--- src/rtl/mii_pkg.sv ---
// Constants, register map and types for the MII PHY-side interface.
// Assumes one 250 MHz core clock with APB access; all MII pins arrive asynchronously.
package mii_pkg;

  ////////////////////////////////////////////////////////////////////////////
  // Register byte offsets
  localparam logic [7:0] CTRL_OFS   = 8'h00;
  localparam logic [7:0] STATUS_OFS = 8'h04;
  localparam logic [7:0] TXDATA_OFS = 8'h08;
  localparam logic [7:0] RXDATA_OFS = 8'h0c;

  // Control fields
  localparam int CTRL_RX_EN_BIT = 0;
  localparam int CTRL_TX_EN_BIT = 1;
  localparam logic [1:0] CTRL_RESET = 2'h0;

  // Status fields
  localparam int ST_LINK_UP_BIT  = 0;
  localparam int ST_CARRIER_BIT  = 1;
  localparam int ST_FULL_DPX_BIT = 2;
  localparam int ST_SERIAL_BIT   = 3;
  localparam int ST_TX_BUSY_BIT  = 4;
  localparam int ST_TX_FULL_BIT  = 5;
  localparam int ST_COLL_BIT     = 6;
  localparam int ST_RX_OVR_BIT   = 7;
  localparam int ST_RX_END_BIT   = 8;
  localparam int ST_TX_DONE_BIT  = 9;
  localparam int ST_WIDTH        = 10;

  // Data register fields
  localparam int DATA_LAST_BIT  = 8;
  localparam int DATA_VALID_BIT = 8;

  // Last unit index per byte
  localparam logic [2:0] NIBBLE_LAST_IDX = 3'h1;
  localparam logic [2:0] SERIAL_LAST_IDX = 3'h7;

  // Core clock and strap settle time
  localparam int         REF_CLK_PERIOD_NS = 4;
  localparam logic [2:0] STRAP_SETTLE      = 3'h5;

  ////////////////////////////////////////////////////////////////////////////
  // Pin bundle seen through the synchroniser
  typedef struct packed {
    logic       tx_clk;
    logic       rx_clk;
    logic [3:0] rxd;
    logic       rxdv;
    logic       col;
    logic       link_n;
    logic       serial_n;
    logic       duplex_n;
  } mii_pins_t;

  typedef enum logic {TX_IDLE, TX_SEND} mii_tx_state_t;

endpackage

--- src/rtl/mii_phy_side_if.sv ---
// MAC-side MII end with APB register access.
// Assumes a PHY sourcing both link clocks, far slower than REF_CLK.
//
// The placing of the registers and the APB register port are this design's own decisions.
module mii_phy_side_if (
  // Clock and reset
  input  wire logic        REF_CLK,
  input  wire logic        RST,
  // APB slave
  input  wire logic        PSEL,
  input  wire logic        PENABLE,
  input  wire logic        PWRITE,
  input  wire logic [7:0]  PADDR,
  input  wire logic [31:0] PWDATA,
  output logic      [31:0] PRDATA,
  output logic             PREADY,
  output logic             PSLVERR,
  // MII transmit
  input  wire logic        TX_CLK,
  output logic      [3:0]  TXD,
  output logic             TRANSMIT_FRAME_ACTIVE,
  // MII receive
  input  wire logic        RX_CLK,
  input  wire logic [3:0]  RXD,
  input  wire logic        RX_DV,
  input  wire logic        COL,
  // Link and straps
  input  wire logic        LINK_N,
  input  wire logic        SERIAL_SELECT_N,
  input  wire logic        DUPLEX_SELECT_N,
  output logic             LINK_DOWN
);

  ////////////////////////////////////////////////////////////////////////////
  // Pin synchronisation
  mii_pkg::mii_pins_t pins_raw;
  mii_pkg::mii_pins_t pins;
  logic [$bits(mii_pkg::mii_pins_t)-1:0] pins_q;

  always_comb begin
    pins_raw.tx_clk   = TX_CLK;
    pins_raw.rx_clk   = RX_CLK;
    pins_raw.rxd      = RXD;
    pins_raw.rxdv     = RX_DV;
    pins_raw.col      = COL;
    pins_raw.link_n   = LINK_N;
    pins_raw.serial_n = SERIAL_SELECT_N;
    pins_raw.duplex_n = DUPLEX_SELECT_N;
  end

  mii_sync #(.W($bits(mii_pkg::mii_pins_t))) i_mii_sync (
    .clk (REF_CLK),
    .rst (RST),
    .d   (pins_raw),
    .q   (pins_q)
  );
  assign pins = mii_pkg::mii_pins_t'(pins_q);

  logic tx_clk_prev_r;
  logic rx_clk_prev_r;
  logic tx_fall;
  logic rx_rise;

  always_ff @(posedge REF_CLK or posedge RST) begin
    if (RST) begin
      tx_clk_prev_r <= 1'b0;
      rx_clk_prev_r <= 1'b0;
    end else begin
      tx_clk_prev_r <= pins.tx_clk;
      rx_clk_prev_r <= pins.rx_clk;
    end
  end
  assign tx_fall = tx_clk_prev_r & ~pins.tx_clk;
  assign rx_rise = ~rx_clk_prev_r & pins.rx_clk;

  ////////////////////////////////////////////////////////////////////////////
  // Straps caught after reset release
  logic [2:0] settle_r;
  logic       serial_mode_r;
  logic       full_duplex_r;
  logic [2:0] last_idx;

  always_ff @(posedge REF_CLK or posedge RST) begin
    if (RST) begin
      settle_r      <= 3'h0;
      serial_mode_r <= 1'b0;
      full_duplex_r <= 1'b0;
    end else if (settle_r != mii_pkg::STRAP_SETTLE) begin
      settle_r      <= settle_r + 3'h1;
      serial_mode_r <= ~pins.serial_n;
      full_duplex_r <= ~pins.duplex_n;
    end
  end
  assign last_idx = serial_mode_r ? mii_pkg::SERIAL_LAST_IDX : mii_pkg::NIBBLE_LAST_IDX;

  ////////////////////////////////////////////////////////////////////////////
  // Link down flag
  always_ff @(posedge REF_CLK or posedge RST) begin
    if (RST) begin
      LINK_DOWN <= 1'b1;
    end else begin
      LINK_DOWN <= pins.link_n;
    end
  end

  ////////////////////////////////////////////////////////////////////////////
  // APB access decode
  logic        acc;
  logic        wr_ctrl;
  logic        wr_status;
  logic        wr_tx;
  logic        rd_rx;
  logic [1:0]  ctrl_r;

  function automatic logic hit(input logic [7:0] a, input logic [7:0] ofs);
    hit = (a == ofs);
  endfunction

  assign acc       = PSEL & PENABLE & PREADY;
  assign wr_ctrl   = acc & PWRITE & hit(PADDR, mii_pkg::CTRL_OFS);
  assign wr_status = acc & PWRITE & hit(PADDR, mii_pkg::STATUS_OFS);
  assign wr_tx     = acc & PWRITE & hit(PADDR, mii_pkg::TXDATA_OFS);
  assign rd_rx     = acc & ~PWRITE & hit(PADDR, mii_pkg::RXDATA_OFS);

  always_ff @(posedge REF_CLK or posedge RST) begin
    if (RST) begin
      ctrl_r <= mii_pkg::CTRL_RESET;
    end else if (wr_ctrl) begin
      ctrl_r <= PWDATA[1:0];
    end
  end

  ////////////////////////////////////////////////////////////////////////////
  // Transmit
  mii_pkg::mii_tx_state_t tx_state_r;
  logic [7:0] tx_hold_r;
  logic       tx_hold_last_r;
  logic       tx_pend_r;
  logic [7:0] tx_byte_r;
  logic       tx_byte_last_r;
  logic [2:0] tx_idx_r;
  logic       coll_hit;
  logic       coll_r;
  logic       tx_done_r;
  logic       tx_take;
  logic       tx_end;

  assign coll_hit = pins.col & ~full_duplex_r & (tx_state_r == mii_pkg::TX_SEND);

  function automatic logic [3:0] tx_unit(input logic [7:0] b, input logic [2:0] i, input logic ser);
    if (ser) begin
      tx_unit = {3'h0, b[i]};
    end else begin
      tx_unit = i[0] ? b[7:4] : b[3:0];
    end
  endfunction

  always_comb begin
    tx_take = 1'b0;
    tx_end  = 1'b0;
    if (tx_fall && !coll_hit) begin
      case (tx_state_r)
        mii_pkg::TX_IDLE: begin
          tx_take = tx_pend_r & ctrl_r[mii_pkg::CTRL_TX_EN_BIT];
        end
        mii_pkg::TX_SEND: begin
          if (tx_idx_r == last_idx) begin
            tx_take = tx_pend_r & ~tx_byte_last_r;
            tx_end  = ~tx_take;
          end
        end
        default: ;
      endcase
    end
  end

  always_ff @(posedge REF_CLK or posedge RST) begin
    if (RST) begin
      tx_state_r            <= mii_pkg::TX_IDLE;
      tx_byte_r             <= 8'h00;
      tx_byte_last_r        <= 1'b0;
      tx_idx_r              <= 3'h0;
      TXD                   <= 4'h0;
      TRANSMIT_FRAME_ACTIVE <= 1'b0;
    end else if (coll_hit) begin
      tx_state_r            <= mii_pkg::TX_IDLE;
      TXD                   <= 4'h0;
      TRANSMIT_FRAME_ACTIVE <= 1'b0;
    end else if (tx_take) begin
      tx_state_r            <= mii_pkg::TX_SEND;
      tx_byte_r             <= tx_hold_r;
      tx_byte_last_r        <= tx_hold_last_r;
      tx_idx_r              <= 3'h0;
      TXD                   <= tx_unit(tx_hold_r, 3'h0, serial_mode_r);
      TRANSMIT_FRAME_ACTIVE <= 1'b1;
    end else if (tx_end) begin
      tx_state_r            <= mii_pkg::TX_IDLE;
      TXD                   <= 4'h0;
      TRANSMIT_FRAME_ACTIVE <= 1'b0;
    end else if (tx_fall && tx_state_r == mii_pkg::TX_SEND) begin
      tx_idx_r <= tx_idx_r + 3'h1;
      TXD      <= tx_unit(tx_byte_r, tx_idx_r + 3'h1, serial_mode_r);
    end
  end

  always_ff @(posedge REF_CLK or posedge RST) begin
    if (RST) begin
      tx_hold_r      <= 8'h00;
      tx_hold_last_r <= 1'b0;
      tx_pend_r      <= 1'b0;
    end else if (wr_tx && !tx_pend_r) begin
      tx_hold_r      <= PWDATA[7:0];
      tx_hold_last_r <= PWDATA[mii_pkg::DATA_LAST_BIT];
      tx_pend_r      <= 1'b1;
    end else if (tx_take || coll_hit) begin
      tx_pend_r <= 1'b0;
    end
  end

  ////////////////////////////////////////////////////////////////////////////
  // Receive
  logic [7:0] rx_asm_r;
  logic [7:0] rx_asm_nxt;
  logic [2:0] rx_idx_r;
  logic       rxdv_prev_r;
  logic [7:0] rx_data_r;
  logic       rx_valid_r;
  logic       rx_ovr_r;
  logic       rx_end_r;
  logic       rx_byte;
  logic       rx_frame_end;

  always_comb begin
    rx_asm_nxt = rx_asm_r;
    if (serial_mode_r) begin
      rx_asm_nxt[rx_idx_r] = pins.rxd[0];
    end else if (rx_idx_r[0]) begin
      rx_asm_nxt[7:4] = pins.rxd;
    end else begin
      rx_asm_nxt[3:0] = pins.rxd;
    end
  end

  assign rx_byte      = rx_rise & pins.rxdv & ctrl_r[mii_pkg::CTRL_RX_EN_BIT] & (rx_idx_r == last_idx);
  assign rx_frame_end = rx_rise & rxdv_prev_r & ~pins.rxdv;

  always_ff @(posedge REF_CLK or posedge RST) begin
    if (RST) begin
      rx_asm_r    <= 8'h00;
      rx_idx_r    <= 3'h0;
      rxdv_prev_r <= 1'b0;
      rx_data_r   <= 8'h00;
    end else if (rx_rise) begin
      rxdv_prev_r <= pins.rxdv;
      if (pins.rxdv && ctrl_r[mii_pkg::CTRL_RX_EN_BIT]) begin
        rx_asm_r <= rx_asm_nxt;
        rx_idx_r <= rx_byte ? 3'h0 : rx_idx_r + 3'h1;
        if (rx_byte) begin
          rx_data_r <= rx_asm_nxt;
        end
      end else begin
        rx_idx_r <= 3'h0;
      end
    end
  end

  ////////////////////////////////////////////////////////////////////////////
  // Sticky flags, set wins over clear
  always_ff @(posedge REF_CLK or posedge RST) begin
    if (RST) begin
      rx_valid_r <= 1'b0;
      rx_ovr_r   <= 1'b0;
      rx_end_r   <= 1'b0;
      coll_r     <= 1'b0;
      tx_done_r  <= 1'b0;
    end else begin
      rx_valid_r <= (rx_valid_r & ~rd_rx) | rx_byte;
      rx_ovr_r   <= (rx_ovr_r & ~(wr_status & PWDATA[mii_pkg::ST_RX_OVR_BIT])) | (rx_byte & rx_valid_r & ~rd_rx);
      rx_end_r   <= (rx_end_r & ~(wr_status & PWDATA[mii_pkg::ST_RX_END_BIT])) | rx_frame_end;
      coll_r     <= (coll_r & ~(wr_status & PWDATA[mii_pkg::ST_COLL_BIT])) | coll_hit;
      tx_done_r  <= (tx_done_r & ~(wr_status & PWDATA[mii_pkg::ST_TX_DONE_BIT])) | tx_end;
    end
  end

  ////////////////////////////////////////////////////////////////////////////
  // APB answer
  logic [mii_pkg::ST_WIDTH-1:0] status;

  always_comb begin
    status                              = '0;
    status[mii_pkg::ST_LINK_UP_BIT]     = ~LINK_DOWN;
    status[mii_pkg::ST_CARRIER_BIT]     = pins.rxdv;
    status[mii_pkg::ST_FULL_DPX_BIT]    = full_duplex_r;
    status[mii_pkg::ST_SERIAL_BIT]      = serial_mode_r;
    status[mii_pkg::ST_TX_BUSY_BIT]     = TRANSMIT_FRAME_ACTIVE;
    status[mii_pkg::ST_TX_FULL_BIT]     = tx_pend_r;
    status[mii_pkg::ST_COLL_BIT]        = coll_r;
    status[mii_pkg::ST_RX_OVR_BIT]      = rx_ovr_r;
    status[mii_pkg::ST_RX_END_BIT]      = rx_end_r;
    status[mii_pkg::ST_TX_DONE_BIT]     = tx_done_r;
  end

  always_ff @(posedge REF_CLK or posedge RST) begin
    if (RST) begin
      PREADY  <= 1'b0;
      PRDATA  <= 32'h0000_0000;
      PSLVERR <= 1'b0;
    end else begin
      PREADY  <= PSEL & ~PENABLE;
      PSLVERR <= 1'b0;
      PRDATA  <= 32'h0000_0000;
      if (PSEL && !PENABLE) begin
        if (hit(PADDR, mii_pkg::CTRL_OFS)) begin
          PRDATA <= {30'h0, ctrl_r};
        end else if (hit(PADDR, mii_pkg::STATUS_OFS)) begin
          PRDATA <= {22'h0, status};
        end else if (hit(PADDR, mii_pkg::TXDATA_OFS)) begin
          PRDATA <= {23'h0, tx_hold_last_r, tx_hold_r};
        end else if (hit(PADDR, mii_pkg::RXDATA_OFS)) begin
          PRDATA <= {23'h0, rx_valid_r, rx_data_r};
        end else begin
          PSLVERR <= 1'b1;
        end
      end
    end
  end

endmodule

--- src/rtl/mii_sync.sv ---
// Three-stage synchroniser with agreement filter.
// Assumes inputs are asynchronous to clk; output follows once stages two and three agree.
module mii_sync #(
  parameter int W = 1
) (
  // Clock and reset
  input  wire logic         clk,
  input  wire logic         rst,
  // Data
  input  wire logic [W-1:0] d,
  output logic      [W-1:0] q
);

  logic [W-1:0] s1_r;
  logic [W-1:0] s2_r;
  logic [W-1:0] s3_r;

  always_ff @(posedge clk or posedge rst) begin
    if (rst) begin
      s1_r <= '0;
      s2_r <= '0;
      s3_r <= '0;
    end else begin
      s1_r <= d;
      s2_r <= s1_r;
      s3_r <= s2_r;
    end
  end

  genvar i;
  generate
    for (i = 0; i < W; i++) begin : g_bit
      always_ff @(posedge clk or posedge rst) begin
        if (rst) begin
          q[i] <= 1'b0;
        end else if (s2_r[i] == s3_r[i]) begin
          q[i] <= s3_r[i];
        end
      end
    end
  endgenerate

endmodule
--- config.mk ---
export PLATFORM = sky130hd
export DESIGN_NAME = mii_phy_side_if
export DESIGN_NICKNAME = d
export VERILOG_FILES = /design/src/rtl/mii_pkg.sv /design/src/rtl/mii_phy_side_if.sv /design/src/rtl/mii_sync.sv
export SDC_FILE = /design/constraint.sdc
export NUM_CORES = 1
export LEC_CHECK = 0
export BUFFER_PORTS_ARGS = -buffer_cell sky130_fd_sc_hd__buf_2
export CORE_MARGIN = 3
export CORE_UTILIZATION = 55
export CTS_CLUSTER_SIZE = 25
export DETAILED_ROUTE_END_ITERATION = 12
export GPL_TIMING_DRIVEN = 0
export PLACE_DENSITY = 0.8
export SYNTH_ARGS = -nofsm -noshare
export SYNTH_HDL_FRONTEND = slang
export SYNTH_SLANG_ARGS = --single-unit
export TNS_END_PERCENT = 100
--- constraint.sdc ---
create_clock -name REF_CLK -period 4.75 [get_ports REF_CLK]
set_clock_uncertainty 0.1 [all_clocks]
set_input_delay 0.95 -clock REF_CLK [delete_from_list [all_inputs] [get_ports REF_CLK]]
set_output_delay 0.95 -clock REF_CLK [all_outputs]
set_load 0.05 [all_outputs]
==> impl.org <==
** Layout
- After filler insertion, the fill cell instance count of the layout stands at roughly 600.
- Register Area :: slightly below 3000 um2
- The repair_antennas step left the layout with diodes totalling 0.
- Area of combinational cells with multiple inputs :: 1870 um2
- Post-route standard cell area excluding fillers :: 6150 um2
- Layout overhead on the synthesized area :: 22.5%
- Total Nets Final :: between 500 and 600
- Of the cells placed in the final design, the portion with a size suffix greater than 1 is 0.306.
- Once layout is complete, the utilization of the core stands at 0.699.

** STA
- Minimum setup slack in the final design :: around 2.4 ns
- Endpoints failing setup :: 0
- Final hold slack :: 0.247 ns
- In this run the tightest slew margin relative to its limit is 0.631.
- Maximum clock frequency :: between 400 and 500 MHz
- For the pin with the worst max-slew slack, the measured transition is approximately 0.55 ns.
- Unrepaired setup endpoints after global routing :: false
- The number of endpoints with negative hold slack in the final report came to 0.
- Portion of the clock cycle consumed by the worst path in the final layout :: 0.491
- The max-slew violation count was 0.
- Counting I/O delays and the setup requirement, the final critical path takes 2.33 ns.

** Synthesis
- Number of flops mapped to enable cells by yosys :: 0
- For this run, the leading register cell type out of synthesis is sky130_fd_sc_hd__dfrtp_1.
- Synthesized area divided by synthesized cell count :: 12.4 um2
- Of all flip-flops after synthesis, the portion carrying an async set or reset was 1.00.
- For this run, the number of Yosys warnings is 0.
- Number of cells produced by synthesis :: 405
- Mapped cell area :: approximately 5000 um2
- Netlist cell types :: 52
- Register bit count reported by yosys :: 118
- Sequential area share after synthesis :: 0.588

** Place
- During placement, the flow inserted port buffers numbering 50.
- Setup slack after placement :: between 1.5 and 2 ns
- HPWL after detailed placement :: between 6 and 7 mm
- The placed instances occupy a cell area of around 5500 um2.
- At the end of routability-driven placement, the weighted congestion stood at ~0.83.

** Worst setup path
- The critical path goes through buf_2.
- Type of the setup path with the least slack :: reg2out
- Together, buffers and inverters on the worst path number 1.
- The largest individual stage delay along the critical path comes from the cell sky130_fd_sc_hd__dfstp_2.
- Largest fanout on the critical path :: 2
- Data on the critical path is required at its endpoint by between 3 and 4 ns.
- In this design, the largest share of critical-path delay is due to flip-flops.
- On the worst path, the slowest cell contributes a delay of roughly 0.53 ns.
- Type of element launching the critical path :: flip-flop
- Capturing element type of the critical path :: output port
- Setup slack of the most critical reg-to-reg path :: 2.46 ns
- Data arrives at the worst endpoint at between 1 and 1.5 ns.

** Clock tree
- Buffers inserted during clock tree synthesis total 17.
- The clock net in this run drives a total of about 120 sinks.
- Number of hold buffers added after cts :: 0
- After clock tree synthesis, the clock-pin slew on the worst setup and hold paths is around 0.060 ns.
- TritonCTS built the clock tree.
- Clock root buffer :: sky130_fd_sc_hd__clkbuf_8
- Buffers inserted by post-CTS timing repair :: 0
- Clock insertion delay at the later pin of the skew report :: 0.51 ns
- Clock H-tree levels :: 4
- Gates resized, CTS repair :: 0
- No sink is reached through more buffers than the 2 on the longest clock path.

** Status
- Run status :: finished clean

** Pwr
- Power spread over the standard cell area amounts to approximately 420 nW/um2.
- Combinational power share :: 0.063
- The analysis attributes to cell leakage a power of around 3.0 nW.
- Summed over all nets, the switching power comes to 0.000577 W.
- Of the total power, the share spent switching nets is 0.223.
- The internal portion of the total power is 0.00201 W.
- Peak VDD IR :: 0.306 mV
- Power share of the sequential group :: 0.410
- Overall power consumption :: 0.00259 W
- Clock power frac :: 0.526

** Die
- Core box area :: about 9000 um2
- In this run the core area contains 34 standard-cell rows.
- In this run the horizontal extent of the chip is ~100 um.
- Height of the die :: about 100 um
- The initial utilization of the core area, before any placement, comes to 0.571.
- Die ar. :: between 10,000 and 15,000 um2
- During I/O placement, the number of pins put on the boundary was 96.

** Global routing
- For this run, the total global-route usage over all layers was measured as 0.206.
- Grt total ovfl :: 0
- The via count of the first global-routing pass was approximately 3.3k.
- Largest net degree at the start of global routing :: around 80
- Global-route wire length before repair :: 16.4 mm
- The initial antenna violation count is 0.

** Route
- Via count :: 3,310
- Using the TritonRoute via totals, the vias-per-cell ratio works out to approximately 5.4.
- In this run the remaining antenna-violating nets after routing total 0.
- Average wire per cell in the routed design :: 15.8 um
- DRC violation total after the first TritonRoute iteration :: approximately 160
- After detailed routing, the total wire length is about 9.7 mm.
- Number of optimization iterations in the first detailed-route pass :: 5
- Number of remaining DRC errors :: 0

** Min path
- Worst Hold Class :: reg2reg

** Job
- Reported max-cap violation count :: 0
sequential cells by signal (all words and copies together) (netlist names), 2 cells and up:
name	flops
tx_idx_r	3
PRDATA	10
i_mii_sync.s1_r	11
i_mii_sync.s2_r	11
rx_idx_r	3
settle_r	3
i_mii_sync.s3_r	11
ctrl_r	2
rx_asm_r	8
i_mii_sync.q	11
tx_byte_r	8
tx_hold_r	8
TXD	4
rx_data_r	8
cells by family (layout without fill, tap and decap cells):
| family | count (synthesis) | count (layout) | share of synthesized area |
|---|---|---|---|
| AO/OA/AOI/OAI | 64 | 64 | 0.0832 |
| XOR/XNOR | 2 | 2 | 0.00349 |
| adder cells (fa/ha/maj) | 15 | 15 | 0.0319 |
| buffers and inverters | 45 | 128 | 0.0550 |
| flip-flops | 118 | 118 | 0.588 |
| multiplexers | 51 | 51 | 0.126 |
| other | 1 | 22 | 0.000746 |
| AND/OR/NAND/NOR | 109 | 109 | 0.111 |
layer usage:
metal / share of wire / track usage / up-vias
met2: 0.51 / 0.337 / 104
met3: 0.054 / 0.0558 / 10
met4: 0.0084 / 0.0767 / 0
met1: 0.43 / 0.264 / 1628
met5: 0 / 0 / -
li1: - / - / 1568
metrics by stage:
step           std cells  TNS [ns]
5_1_grt              617         0
4_1_cts              617         0
6_report             617         0
3_5_place_dp         585         0
3_3_place_gp         584    -61.91
2_1_floorplan        426         0
placed cells by master, fill, tap and decap left out, types with 13 or more instances in the layout:
cell type,instances
sky130_fd_sc_hd__buf_4,22
sky130_fd_sc_hd__mux2_2,26
sky130_fd_sc_hd__nor2b_1,13
sky130_fd_sc_hd__a21oi_1,19
sky130_fd_sc_hd__buf_2,52
sky130_fd_sc_hd__nand2_1,29
sky130_fd_sc_hd__dfrtp_1,117
sky130_fd_sc_hd__o21ai_0,19
sky130_fd_sc_hd__clkbuf_16,16
sky130_fd_sc_hd__nor2_1,28
sky130_fd_sc_hd__conb_1,22
power by group through the flow:
stage | clock network [W] | registers [W] | logic (W)
2_1_floorplan | 0 | 0.00108 | 0.000119
3_3_place_gp | 0 | 0.00108 | 0.000158
3_5_place_dp | 0 | 0.00108 | 0.000164
4_1_cts | 0.00138 | 0.00106 | 0.000165
5_1_grt | 0.00143 | 0.00107 | 0.000180
6_report | 0.00136 | 0.00106 | 0.000164
synthesized netlist by cell type, types with 2 or more instances:
master / n / area, um2
sky130_fd_sc_hd__buf_6: 3 / 33.8
sky130_fd_sc_hd__mux2i_1: 11 / 110
sky130_fd_sc_hd__o22ai_1: 3 / 18.8
sky130_fd_sc_hd__clkbuf_1: 10 / 37.5
sky130_fd_sc_hd__ha_1: 4 / 50.1
sky130_fd_sc_hd__mux2_2: 26 / 293
sky130_fd_sc_hd__nand2_1: 29 / 109
sky130_fd_sc_hd__nand3_1: 7 / 35.0
sky130_fd_sc_hd__nand4_1: 2 / 12.5
sky130_fd_sc_hd__nor2b_1: 13 / 81.3
sky130_fd_sc_hd__a221o_1: 3 / 30.0
sky130_fd_sc_hd__nand3b_1: 4 / 30.0
sky130_fd_sc_hd__nand2b_1: 8 / 50.1
sky130_fd_sc_hd__buf_2: 2 / 10.0
sky130_fd_sc_hd__and2_1: 2 / 12.5
sky130_fd_sc_hd__a21o_1: 2 / 15.0
sky130_fd_sc_hd__o21ai_0: 19 / 95.1
sky130_fd_sc_hd__and3_1: 2 / 12.5
sky130_fd_sc_hd__a31oi_1: 2 / 12.5
sky130_fd_sc_hd__dfrtp_1: 117 / 2930
sky130_fd_sc_hd__maj3_1: 11 / 110
sky130_fd_sc_hd__buf_4: 22 / 165
sky130_fd_sc_hd__nor2_1: 28 / 105
sky130_fd_sc_hd__nor3b_1: 2 / 15.0
sky130_fd_sc_hd__mux4_2: 3 / 67.6
sky130_fd_sc_hd__inv_1: 7 / 26.3
sky130_fd_sc_hd__or3_1: 3 / 18.8
sky130_fd_sc_hd__a21oi_1: 19 / 95.1
sky130_fd_sc_hd__nor3_1: 4 / 20.0
sky130_fd_sc_hd__mux2_4: 11 / 165
sky130_fd_sc_hd__a211oi_1: 5 / 37.5
layout make-up:
cell class | instances | share of cell area
tap | 108 | 0.0220
clock buffer | 19 | 0.0702
timing repair buffer | 51 | 0.0451
clock inverter | 13 | 0.0329
multi-input combinational | 263 | 0.304
buffer | 38 | 0.0407
sequential | 118 | 0.480
inverter | 7 | 0.00468
final timing paths:
check	startpoint	end	depth (start not counted)
setup / recovery	LINK_DOWN	LINK_DOWN	1
hold / removal	i_mii_sync.s1_r[1]	i_mii_sync.s2_r[1]	0
setup reg to reg	tx_idx_r[1]	TXD[0]	6
hold reg to reg	i_mii_sync.s1_r[1]	i_mii_sync.s2_r[1]	0
max in group asynchronous	RST	rx_ovr_r	3
min in group asynchronous	RST	i_mii_sync.s1_r[0]	2
Power figures use the tool's default switching activity.
